`src/inc/mecl_pkg.sv`:
```
// shared constants and types of the meter event and compare logic
package mecl_pkg;
  // clock rate and documented times, counts derived from them
  localparam int unsigned CLK_HZ = 10_000_000;
  localparam int unsigned CYC_PER_MS = CLK_HZ / 1000;
  localparam int unsigned EVT_DEB_MS = 30;
  localparam int unsigned LOW_MIN_MS = 15;
  localparam int unsigned CANCEL_MS = 1000;
  localparam logic [23:0] EVT_DEB_CYC = 24'(EVT_DEB_MS * CYC_PER_MS);
  localparam logic [23:0] LOW_MIN_CYC = 24'(LOW_MIN_MS * CYC_PER_MS);
  localparam logic [23:0] CANCEL_CYC = 24'(CANCEL_MS * CYC_PER_MS);
  localparam logic [23:0] HI_PASS_CYC = 24'h000001;
  // register byte offsets
  localparam logic [7:0] ADDR_CTRL = 8'h00;
  localparam logic [7:0] ADDR_HYST = 8'h04;
  localparam logic [7:0] ADDR_OMODE = 8'h08;
  localparam logic [7:0] ADDR_SET1A = 8'h0c;
  localparam logic [7:0] ADDR_SET1B = 8'h10;
  localparam logic [7:0] ADDR_SET2A = 8'h14;
  localparam logic [7:0] ADDR_SET2B = 8'h18;
  localparam logic [7:0] ADDR_CMD = 8'h1c;
  localparam logic [7:0] ADDR_STAT = 8'h20;
  localparam logic [7:0] ADDR_PV = 8'h24;
  localparam logic [7:0] ADDR_OFFS = 8'h28;
  // field positions and reset values
  localparam int unsigned CTRL_ITYPE = 0;
  localparam int unsigned CTRL_EFUNC = 2;
  localparam int unsigned CTRL_SPEED = 3;
  localparam int unsigned CTRL_COLOUR = 4;
  localparam int unsigned CMD_TARE = 0;
  localparam int unsigned CMD_CANCEL = 1;
  localparam logic [5:0] CTRL_RST = 6'h00;
  localparam logic [13:0] HYST_RST = 14'h0001;
  localparam logic [13:0] HYST_MIN = 14'h0001;
  localparam logic [13:0] HYST_MAX = 14'h270f;
  localparam logic [1:0] RESP_OKAY = 2'h0;
  localparam logic [1:0] RESP_SLVERR = 2'h2;
  // modes
  typedef enum logic [1:0] {
    IT_ANALOG = 2'h0,
    IT_REMOTE = 2'h1,
    IT_PULSE = 2'h2,
    IT_SPARE = 2'h3
  } mecl_itype_e;
  typedef enum logic [1:0] {
    ACT_UPPER = 2'h0,
    ACT_LOWER = 2'h1,
    ACT_RANGE = 2'h2,
    ACT_OFF = 2'h3
  } mecl_act_e;
  typedef enum logic [1:0] {
    CL_G2R = 2'h0,
    CL_GREEN = 2'h1,
    CL_RED = 2'h2,
    CL_R2G = 2'h3
  } mecl_colour_e;
  localparam logic EF_FREEZE = 1'h0;
  localparam logic EF_TARE = 1'h1;
endpackage : mecl_pkg

```
`src/rtl/mecl_filt.sv`:
```
// chatter filter for the shared event / pulse terminal
`timescale 1ns/1ps
module mecl_filt (
  input logic core_clk,
  input logic rstn,
  input logic din,
  input logic [23:0] limit,
  output logic lvl,
  output logic rise
);
  typedef struct packed {
    logic lvl;
    logic [23:0] cnt;
    logic rise;
  } mecl_filt_s;
  mecl_filt_s r;
  mecl_filt_s n;

  // level changes only after the input has differed for limit cycles
  always_comb
  begin
    n = r;
    n.rise = 1'h0;
    if (din == r.lvl)
      n.cnt = '0;
    else if (r.cnt >= limit - 24'h1)
    begin
      n.lvl = din;
      n.cnt = '0;
      n.rise = din;
    end
    else
      n.cnt = r.cnt + 24'h1;
  end

  // state register
  always_ff @(posedge core_clk or negedge rstn)
  begin
    if (!rstn)
      r <= '0;
    else
      r <= n;
  end

  assign lvl = r.lvl;
  assign rise = r.rise;
endmodule : mecl_filt

```
`src/rtl/mecl_cmp.sv`:
```
// one comparative output with hysteresis
`timescale 1ns/1ps
module mecl_cmp (
  input logic core_clk,
  input logic rstn,
  input logic upd,
  input logic [1:0] act,
  input logic [31:0] set_a,
  input logic [31:0] set_b,
  input logic [13:0] hyst,
  input logic [31:0] pv,
  output logic on
);
  typedef struct packed {
    logic on;
  } mecl_cmp_s;
  mecl_cmp_s r;
  mecl_cmp_s n;
  logic signed [33:0] p;
  logic signed [33:0] a;
  logic signed [33:0] b;
  logic signed [33:0] h;
  logic up_on, up_off, lo_on, lo_off, rg_on, rg_off;

  // widened so a limit plus or minus hysteresis never wraps
  assign p = 34'(signed'(pv));
  assign a = 34'(signed'(set_a));
  assign b = 34'(signed'(set_b));
  assign h = 34'(hyst);
  assign up_on = p >= a;
  assign up_off = p <= a - h;
  assign lo_on = p <= a;
  assign lo_off = p >= a + h;
  assign rg_on = (p >= a) || (p <= b);
  assign rg_off = (p <= a - h) && (p >= b + h);

  // evaluate once per update, hold inside the band
  always_comb
  begin
    n = r;
    if (upd)
    begin
      unique case (mecl_pkg::mecl_act_e'(act))
        mecl_pkg::ACT_UPPER:
          n.on = up_on ? 1'h1 : (up_off ? 1'h0 : r.on);
        mecl_pkg::ACT_LOWER:
          n.on = lo_on ? 1'h1 : (lo_off ? 1'h0 : r.on);
        mecl_pkg::ACT_RANGE:
          n.on = rg_on ? 1'h1 : (rg_off ? 1'h0 : r.on);
        mecl_pkg::ACT_OFF:
          n.on = 1'h0;
      endcase
    end
  end

  // state register, output starts off
  always_ff @(posedge core_clk or negedge rstn)
  begin
    if (!rstn)
      r <= '0;
    else
      r <= n;
  end

  assign on = r.on;
endmodule : mecl_cmp

```
`src/rtl/mecl_core.sv`:
```
// event conditioning, hold, tare and compare core with axi4-lite registers
`timescale 1ns/1ps
// Notes on behaviour
// - terminal is event input for analog or remote, pulse input for pulse
// - a setting assigns the event input to freeze or to tare
// - event mode filters chatter for 30 ms; levels of 40 ms pass
// - 30 Hz pulse setting filters; on and off levels need 15 ms
// - 5 kHz pulse setting skips filtering; 90 us levels are accepted
// - freeze rising captures the value and keeps showing it while active
// - freeze released: live process value shown again
// - freeze works only for analog, remote or spare with freeze assigned
// - pulse type disables tare and ignores front key tare requests
// - tare takes current value as zero; later values are relative
// - tare while tare active re-zeros at the current value
// - tare input held one second cancels the offset
// - key tare and cancel are saved; terminal tare is not saved
// - terminal tare after key tare: terminal offset takes effect
// - cancel while no tare is active does nothing
// - tare requests come from front key, terminal and serial link
// - each of two outputs is upper, lower, outside-range or off
// - upper: on at value >= set, off at value <= set - hyst
// - lower: on at value <= set, off at value >= set + hyst
// - range: on outside limits, off inside limits narrowed by hyst
// - hysteresis accepts only 1 to 9999
// - colour: green to red, green, red, or red to green on output
// - outputs re-evaluated on every process value update
module mecl_core #(
  parameter logic [23:0] EVT_CYC = mecl_pkg::EVT_DEB_CYC,
  parameter logic [23:0] LOW_CYC = mecl_pkg::LOW_MIN_CYC,
  parameter logic [23:0] CANCEL_CYC = mecl_pkg::CANCEL_CYC
) (
  input logic core_clk,
  input logic rstn,
  input logic [7:0] s_axi_awaddr,
  input logic s_axi_awvalid,
  output logic s_axi_awready,
  input logic [31:0] s_axi_wdata,
  input logic [3:0] s_axi_wstrb,
  input logic s_axi_wvalid,
  output logic s_axi_wready,
  output logic [1:0] s_axi_bresp,
  output logic s_axi_bvalid,
  input logic s_axi_bready,
  input logic [7:0] s_axi_araddr,
  input logic s_axi_arvalid,
  output logic s_axi_arready,
  output logic [31:0] s_axi_rdata,
  output logic [1:0] s_axi_rresp,
  output logic s_axi_rvalid,
  input logic s_axi_rready,
  input logic evt_pin,
  input logic [31:0] pv_in,
  input logic pv_stb,
  input logic key_tare,
  input logic key_cancel,
  input logic nv_load,
  input logic nv_tare_in,
  input logic [31:0] nv_offs_in,
  output logic pulse_stb,
  output logic [31:0] pv_out,
  output logic [1:0] cmp_out,
  output logic disp_red,
  output logic nv_save,
  output logic nv_tare,
  output logic [31:0] nv_offs
);
  typedef struct packed {
    logic [5:0] ctrl;
    logic [13:0] hyst;
    logic [3:0] omode;
    logic [3:0][31:0] setv;
    logic [31:0] raw;
    logic [31:0] pv;
    logic [31:0] offs;
    logic tare_on;
    logic [23:0] ccnt;
    logic cdone;
    logic [1:0] upd;
    logic red;
    logic nv_save;
    logic nv_tare;
    logic [31:0] nv_offs;
    logic aw_got;
    logic w_got;
    logic [7:0] aw_addr;
    logic [31:0] w_data;
    logic [3:0] w_strb;
    logic bvalid;
    logic [1:0] bresp;
    logic rvalid;
    logic [1:0] rresp;
    logic [31:0] rdata;
  } mecl_core_s;

  localparam mecl_core_s CORE_RST = '{
    ctrl: mecl_pkg::CTRL_RST,
    hyst: mecl_pkg::HYST_RST,
    default: '0
  };

  mecl_core_s r;
  mecl_core_s n;
  logic ptype, tare_en, ev_tfn, hold, flvl, frise, lvl;
  logic aw_hs, w_hs, ar_hs, wr_go, cmd_wr;
  logic ev_tare, ev_cancel, key_t, key_c, cm_t, cm_c, any_t, any_c;
  logic cmp_any;
  logic [1:0] cmp_on;
  logic [23:0] flim;
  logic [31:0] eff_off;
  logic [31:0] live;
  logic [31:0] stat;
  logic [32:0] old_rd;
  logic [32:0] new_rd;
  logic [31:0] wr_val;

  // register read mux, top bit flags a mapped address
  function automatic logic [32:0] reg_rd(
    input mecl_core_s s,
    input logic [7:0] a,
    input logic [31:0] st
  );
    logic [32:0] v;
    v = {1'h1, 32'h0};
    case (a)
      mecl_pkg::ADDR_CTRL: v[31:0] = {26'h0, s.ctrl};
      mecl_pkg::ADDR_HYST: v[31:0] = {18'h0, s.hyst};
      mecl_pkg::ADDR_OMODE: v[31:0] = {28'h0, s.omode};
      mecl_pkg::ADDR_SET1A: v[31:0] = s.setv[0];
      mecl_pkg::ADDR_SET1B: v[31:0] = s.setv[1];
      mecl_pkg::ADDR_SET2A: v[31:0] = s.setv[2];
      mecl_pkg::ADDR_SET2B: v[31:0] = s.setv[3];
      mecl_pkg::ADDR_CMD: v[31:0] = 32'h0;
      mecl_pkg::ADDR_STAT: v[31:0] = st;
      mecl_pkg::ADDR_PV: v[31:0] = s.pv;
      mecl_pkg::ADDR_OFFS: v[31:0] = s.offs;
      default: v = 33'h0;
    endcase
    return v;
  endfunction : reg_rd

  // byte-lane merge for partial writes
  function automatic logic [31:0] merge_bytes(
    input logic [31:0] old,
    input logic [31:0] nw,
    input logic [3:0] strb
  );
    logic [31:0] v;
    v = old;
    for (int i = 0; i < 4; i++)
      if (strb[i])
        v[8*i +: 8] = nw[8*i +: 8];
    return v;
  endfunction : merge_bytes

  // terminal routing: event level or pulse edges by input type
  assign ptype = r.ctrl[mecl_pkg::CTRL_ITYPE +: 2] == mecl_pkg::IT_PULSE;
  assign ev_tfn = r.ctrl[mecl_pkg::CTRL_EFUNC] == mecl_pkg::EF_TARE;
  assign flim = !ptype ? EVT_CYC :
    (r.ctrl[mecl_pkg::CTRL_SPEED] ? mecl_pkg::HI_PASS_CYC : LOW_CYC);
  assign lvl = !ptype && flvl;
  assign pulse_stb = ptype && frise;

  mecl_filt u_filt (
    .core_clk(core_clk),
    .rstn(rstn),
    .din(evt_pin),
    .limit(flim),
    .lvl(flvl),
    .rise(frise)
  );

  // freeze gate and presented value
  assign hold = lvl && !ev_tfn;
  assign tare_en = !ptype;
  assign eff_off = (tare_en && r.tare_on) ? r.offs : 32'h0;
  assign live = r.raw - eff_off;

  // tare and cancel requests from key, terminal and serial link
  assign ev_tare = tare_en && ev_tfn && frise;
  assign ev_cancel = lvl && ev_tfn && tare_en && !r.cdone
    && r.ccnt == CANCEL_CYC - 24'h1;
  assign key_t = tare_en && key_tare;
  assign key_c = tare_en && key_cancel;
  assign cmd_wr = wr_go && r.aw_addr == mecl_pkg::ADDR_CMD && r.w_strb[0];
  assign cm_t = tare_en && cmd_wr && r.w_data[mecl_pkg::CMD_TARE];
  assign cm_c = tare_en && cmd_wr && r.w_data[mecl_pkg::CMD_CANCEL];
  assign any_t = ev_tare || key_t || cm_t;
  assign any_c = ev_cancel || key_c || cm_c;

  // bus handshakes: one write and one read in flight
  assign s_axi_awready = !r.aw_got && !r.bvalid;
  assign s_axi_wready = !r.w_got && !r.bvalid;
  assign s_axi_arready = !r.rvalid;
  assign aw_hs = s_axi_awvalid && s_axi_awready;
  assign w_hs = s_axi_wvalid && s_axi_wready;
  assign ar_hs = s_axi_arvalid && s_axi_arready;
  assign wr_go = r.aw_got && r.w_got && !r.bvalid;
  assign stat = {26'h0, r.red, lvl, r.tare_on, hold, cmp_on};
  assign old_rd = reg_rd(r, r.aw_addr, stat);
  assign new_rd = reg_rd(r, s_axi_araddr, stat);
  assign wr_val = merge_bytes(old_rd[31:0], r.w_data, r.w_strb);
  assign cmp_any = |cmp_on;

  // next-state logic
  always_comb
  begin
    n = r;
    n.upd = {r.upd[0], pv_stb};
    n.nv_save = 1'h0;
    if (pv_stb)
      n.raw = pv_in;
    // freeze keeps the captured value, release shows live again
    n.pv = hold ? r.pv : live;

    // one second hold counter for terminal cancel
    if (lvl && ev_tfn && tare_en)
    begin
      if (!r.cdone)
        n.ccnt = r.ccnt + 24'h1;
      if (ev_cancel)
        n.cdone = 1'h1;
    end
    else
    begin
      n.ccnt = '0;
      n.cdone = 1'h0;
    end

    // latest tare wins; cancel only acts on an active tare
    if (any_t)
    begin
      n.offs = r.raw;
      n.tare_on = 1'h1;
    end
    else if (any_c && r.tare_on)
    begin
      n.offs = 32'h0;
      n.tare_on = 1'h0;
    end
    else if (nv_load)
    begin
      n.offs = nv_offs_in;
      n.tare_on = nv_tare_in;
    end
    // only key actions go to nonvolatile storage
    if (key_t || key_c)
      n.nv_save = 1'h1;
    n.nv_tare = n.tare_on;
    n.nv_offs = n.offs;

    // display colour from the comparative outputs
    unique case (mecl_pkg::mecl_colour_e'(r.ctrl[mecl_pkg::CTRL_COLOUR +: 2]))
      mecl_pkg::CL_G2R: n.red = cmp_any;
      mecl_pkg::CL_GREEN: n.red = 1'h0;
      mecl_pkg::CL_RED: n.red = 1'h1;
      mecl_pkg::CL_R2G: n.red = !cmp_any;
    endcase

    // write channel capture
    if (aw_hs)
    begin
      n.aw_got = 1'h1;
      n.aw_addr = s_axi_awaddr;
    end
    if (w_hs)
    begin
      n.w_got = 1'h1;
      n.w_data = s_axi_wdata;
      n.w_strb = s_axi_wstrb;
    end

    // register write and response
    if (wr_go)
    begin
      n.aw_got = 1'h0;
      n.w_got = 1'h0;
      n.bvalid = 1'h1;
      n.bresp = mecl_pkg::RESP_OKAY;
      case (r.aw_addr)
        mecl_pkg::ADDR_CTRL: n.ctrl = wr_val[5:0];
        mecl_pkg::ADDR_HYST:
          if (wr_val >= 32'(mecl_pkg::HYST_MIN)
            && wr_val <= 32'(mecl_pkg::HYST_MAX))
            n.hyst = wr_val[13:0];
          else
            n.bresp = mecl_pkg::RESP_SLVERR;
        mecl_pkg::ADDR_OMODE: n.omode = wr_val[3:0];
        mecl_pkg::ADDR_SET1A: n.setv[0] = wr_val;
        mecl_pkg::ADDR_SET1B: n.setv[1] = wr_val;
        mecl_pkg::ADDR_SET2A: n.setv[2] = wr_val;
        mecl_pkg::ADDR_SET2B: n.setv[3] = wr_val;
        mecl_pkg::ADDR_CMD: n.bresp = mecl_pkg::RESP_OKAY;
        default: n.bresp = mecl_pkg::RESP_SLVERR;
      endcase
    end
    else if (r.bvalid && s_axi_bready)
      n.bvalid = 1'h0;

    // read channel
    if (ar_hs)
    begin
      n.rvalid = 1'h1;
      n.rdata = new_rd[31:0];
      n.rresp = new_rd[32] ? mecl_pkg::RESP_OKAY : mecl_pkg::RESP_SLVERR;
    end
    else if (r.rvalid && s_axi_rready)
      n.rvalid = 1'h0;
  end

  // state register
  always_ff @(posedge core_clk or negedge rstn)
  begin
    if (!rstn)
      r <= CORE_RST;
    else
      r <= n;
  end

  // comparative outputs, one per channel
  for (genvar i = 0; i < 2; i++)
  begin : g_cmp
    mecl_cmp u_cmp (
      .core_clk(core_clk),
      .rstn(rstn),
      .upd(r.upd[1]),
      .act(r.omode[2*i +: 2]),
      .set_a(r.setv[2*i]),
      .set_b(r.setv[2*i+1]),
      .hyst(r.hyst),
      .pv(r.pv),
      .on(cmp_on[i])
    );
  end

  // outputs
  assign pv_out = r.pv;
  assign cmp_out = cmp_on;
  assign disp_red = r.red;
  assign nv_save = r.nv_save;
  assign nv_tare = r.nv_tare;
  assign nv_offs = r.nv_offs;
  assign s_axi_bvalid = r.bvalid;
  assign s_axi_bresp = r.bresp;
  assign s_axi_rvalid = r.rvalid;
  assign s_axi_rresp = r.rresp;
  assign s_axi_rdata = r.rdata;
endmodule : mecl_core

```
`config.mk`:
```
export PLATFORM = sky130hd
export DESIGN_NAME = mecl_core
export DESIGN_NICKNAME = d
export VERILOG_FILES = /design/src/inc/mecl_pkg.sv /design/src/rtl/mecl_filt.sv /design/src/rtl/mecl_cmp.sv /design/src/rtl/mecl_core.sv
export SDC_FILE = /design/constraint.sdc
export NUM_CORES = 2
export LEC_CHECK = 0
export ABC_AREA = 1
export BUFFER_PORTS_ARGS = -buffer_cell sky130_fd_sc_hd__buf_2
export CORE_MARGIN = 2
export CORE_UTILIZATION = 60
export CTS_BUF_LIST = sky130_fd_sc_hd__clkbuf_8
export DETAILED_ROUTE_END_ITERATION = 10
export HOLD_SLACK_MARGIN = 0.08
export PLACE_DENSITY_LB_ADDON = 0.1
export SLEW_MARGIN = 20
export SYNTH_ARGS = -nofsm -noshare
export SYNTH_HDL_FRONTEND = slang
export SYNTH_SLANG_ARGS = --single-unit
```
`constraint.sdc`:
```
create_clock -name core_clk -period 8.1 [get_ports core_clk]
set_input_delay 0.405 -clock core_clk [delete_from_list [all_inputs] [get_ports core_clk]]
set_output_delay 0.405 -clock core_clk [all_outputs]
set_load 0.05 [all_outputs]
```
==> metrics.md <==
| Metric | Value |
|---|---|
| HPWL after detailed placement | 110000 um |
| Min-Delay Startpoint | nv_offs_in[25] |
| Clock tree buffer depth | 3 |
| Sum of routed wire length over all layers | ~140000 um |
| Via-per-instance ratio | 6.22 |
| Crit Path Max Fanout | 6 |
| Status | completed |
| Ys Warns | 0 |
| Launch point of the worst reg-to-reg path | r[378] |
| Setup repair after global routing missed its margin | no |
| DRC errors left | 0 |
| Clock tree skew after final layout | between 0.05 and 0.06 ns |
| Number of CTS-inserted buffers | a little over 70 |
| Class of the most critical hold timing path | input port to flop |
| CP Capture Type | flop |
| Depth of the worst register-to-register path | 30 |
| Number of flops mapped to enable cells by yosys | 0 |
| End point of the worst hold path | nv_offs[25] |
| Transition at the pin with the smallest max-transition slack | 1.20 ns |
| Synth top area share | 0.264 |
| Area of the core | about 60000 um^2 |
| Clk pin slew, worst setup/hold paths | 0.07 ns |
| Final critical delay including setup and external delays | roughly 5.6 ns |
| Core occupancy in the finished layout | 0.670 |
| Initial antenna violation count | 3 |
| Routed vias | ~38000 |
| Die outline area | ~63000 um^2 |
| Initial core utilization | 0.608 |
| Worst slack, placed | around 2.7 ns |
| Startpoint kind of the worst setup timing path | flop |
| Via count of the first global-routing pass | roughly 36000 |
| Wire length per cell after detailed routing | roughly 23 um |
| Total negative slack for setup checks | 0 ns |
| Power density cells | 262 nW/um^2 |
| Post-synthesis sequential area ratio | 0.265 |
| Proportion of layout cells with a drive suffix above 1 | 0.105 |
| I/O pin cnt | 240 |
| CP dominant cell by count | nand2_1 |
| Finish-stage setup viols | 0 |
| Largest cells by area after synthesis | dfrtp_1 (26%), ha_1 (16%), nand2_1 (11%) |
| Critical path class | flop to flop |
| Post-synthesis sequential element count | ~390 |
| Prevailing post-synth register cell | dfrtp_1 |
| Total routing resource utilization after global routing | 0.451 |
| Chip Height | roughly 250 um |
| Sinks on Clock Net | 388 |
| Relative slew slack | 0.191 |
| Maximum vdd ir drop | between 150 and 200 uV |
| Row Count | 90 |
| Pin count of the biggest net entering global routing | between 100 and 150 |
| Global-route wire length before repair | ~220000 um |
| Avg Cell Area, Syn | between 7 and 8 um^2 |
| Worst flop-to-flop path endpoint | g_cmp[0].u_cmp.on |
| Final cell area excluding filler cells | roughly 40000 um^2 |
| Worst hold path cell count | 5 |
| Commonest non-fill, non-tap cells in the layout | nand2_1 (1033), inv_1 (571), ha_1 (467), nor2_1 (464), o21ai_0 (397) |
| Final cycle utilization of the critical path | 0.697 |
| Cell accounting for the most synthesized area | dfrtp_1 |
| Distinct cell type count after synthesis | 71 |
| Placed standard-cell area | ~38000 um^2 |
| CTS Root Cell | clkbuf_8 |
| Register-to-register path setup slack | 2.45 ns |
| Achievable frequency | roughly 180 MHz |
| Violation count after the first detailed-route iteration | about 4500 |
| Clock latency on the worst-skew pair | ~0.71 ns |
| Port Buf Inserts | approximately 240 |
| Leakage component of the power | 19.5 nW |
| Asr flop ratio synth | 1.00 |
| Slowest CP cell | a21oi_1 |
| Die width | roughly 250 um |
| Final Hold Vio Count | 0 |
| Net total in the final layout | 5935 |
| Clock tree from TritonCTS | built |
| Max incr delay on CP | roughly 0.55 ns |
| Worst path arrival time | ~6.2 ns |
| Pins Over Slew Limit | 0 |
| Global-route congestion overflow total | 0 |
| Final Wtd Congestion | approximately 1.1 |
| Most common library cell in the layout ignoring fill and taps | nand2_1 |
| Data required time of the critical path | 8.67 ns |
| Post-Synthesis Cell Area | about 37000 um^2 |
| Post-CTS setup-driven buffer insertion count | 0 |
| Layout area overhead | 10.3% |
| Setup WS post-layout | around 2.5 ns |
| Power, Total | between 0.01 and 0.015 W |
| Total iterations of the first detailed-routing run | 8 |
| Syn Inst Count | 5110 |
| Post-route antenna net violation count | 0 |
| Max-cap check violation count | 0 |
| Number of H-tree levels | 3 |
## power breakdown
part	internal, W	leakage, nW	switching (W)
registers	0.00220	5.09	0.000399
logic	0.00193	13.6	0.00405
clock network	0.00107	0.843	0.000957
## Yosys cell counts, types with 9 or more instances
| cell | count |
|---|---|
| a21oi_1 | 359 |
| a221oi_1 | 9 |
| a22oi_1 | 9 |
| buf_2 | 19 |
| buf_4 | 106 |
| buf_6 | 13 |
| clkbuf_1 | 112 |
| clkinv_1 | 12 |
| dfrtp_1 | 387 |
| ha_1 | 467 |
| inv_1 | 556 |
| inv_2 | 13 |
| mux2_2 | 41 |
| nand2_1 | 1036 |
| nand2_2 | 30 |
| nand3_1 | 271 |
| nand3_2 | 10 |
| nand3b_1 | 11 |
| nand4_1 | 139 |
| nor2_1 | 469 |
| nor3_1 | 89 |
| nor4_1 | 46 |
| o211ai_1 | 15 |
| o21a_1 | 18 |
| o21ai_0 | 397 |
| o21ai_1 | 30 |
| o21bai_1 | 12 |
| o22ai_1 | 92 |
| or2_2 | 9 |
| xnor2_1 | 25 |
| xor2_1 | 177 |
## kinds of logic after synthesis
logic type,count (synthesis),synth area share
xor+xnor,202,0.0482
simple gates,2152,0.258
flops,388,0.265
buf+inv,844,0.102
fa+ha+maj,474,0.163
mux,44,0.0134
compound gates,1004,0.151
other cells,2,0.000205
## how the worst max path moves through the flow
stage               startpoint           endpoint  slack, ns
finish                  r[378]  g_cmp[0].u_cmp.on       2.45
global route            r[376]  g_cmp[1].u_cmp.on       1.99
CTS                     r[378]  g_cmp[0].u_cmp.on       2.70
detailed placement      r[378]  g_cmp[0].u_cmp.on       2.70
global placement        r[376]  g_cmp[1].u_cmp.on       2.70
floorplan               r[376]  g_cmp[1].u_cmp.on       3.88
## flip-flops by register name, indices dropped and copies added (netlist names), 2 cells and up
name,cells
u_filt.r,24
nv_offs,32
s_axi_rdata,32
r,255
g_cmp.u_cmp.on,2
pv_out,32
## through the flow
step / hold WS [ns] / cells
3_5_place_dp: 0.338 / 5932
6_report: 0.126 / 6170
3_3_place_gp: 0.338 / 5932
4_1_cts: 0.0835 / 6168
5_1_grt: 0.146 / 6169
2_1_floorplan: 0.109 / 5118
## worst max-delay path: cells and delay by family, from the launching register on
| family | cells | cell delay, ns |
|---|---|---|
| simple gates | 20 | 2.48 |
| flops | 1 | 0.50 |
| buf+inv | 2 | 0.26 |
| compound gates | 6 | 1.50 |
| fa+ha+maj | 2 | 0.81 |
## final cells by class
type,instances,area (um^2)
diodes,2,5.00
clock buffers,89,1220
clock inverters,39,272
fillers,5221,19900
inverters,582,2190
multi-input cells,3886,23300
flip-flops and latches,388,9710
well taps,782,978
repair buffers,402,2730
## timing repair
item,CTS,global route
endpoints found under the hold margin,209,0
hold buffers,108,0
resized for setup,0,0
## routing by layer
metal  vias to the layer above  track usage  share of wire  wire (um)
met3                       522        0.149           0.14      19900
met2                      2459        0.671           0.42      60400
met5                         -            0       0.000090         13
met1                     17800        0.585           0.39      55600
met4                         2        0.230          0.059       8570
li1                      17600            -              -          -
No activity file was read; power rests on OpenSTA's default activity.
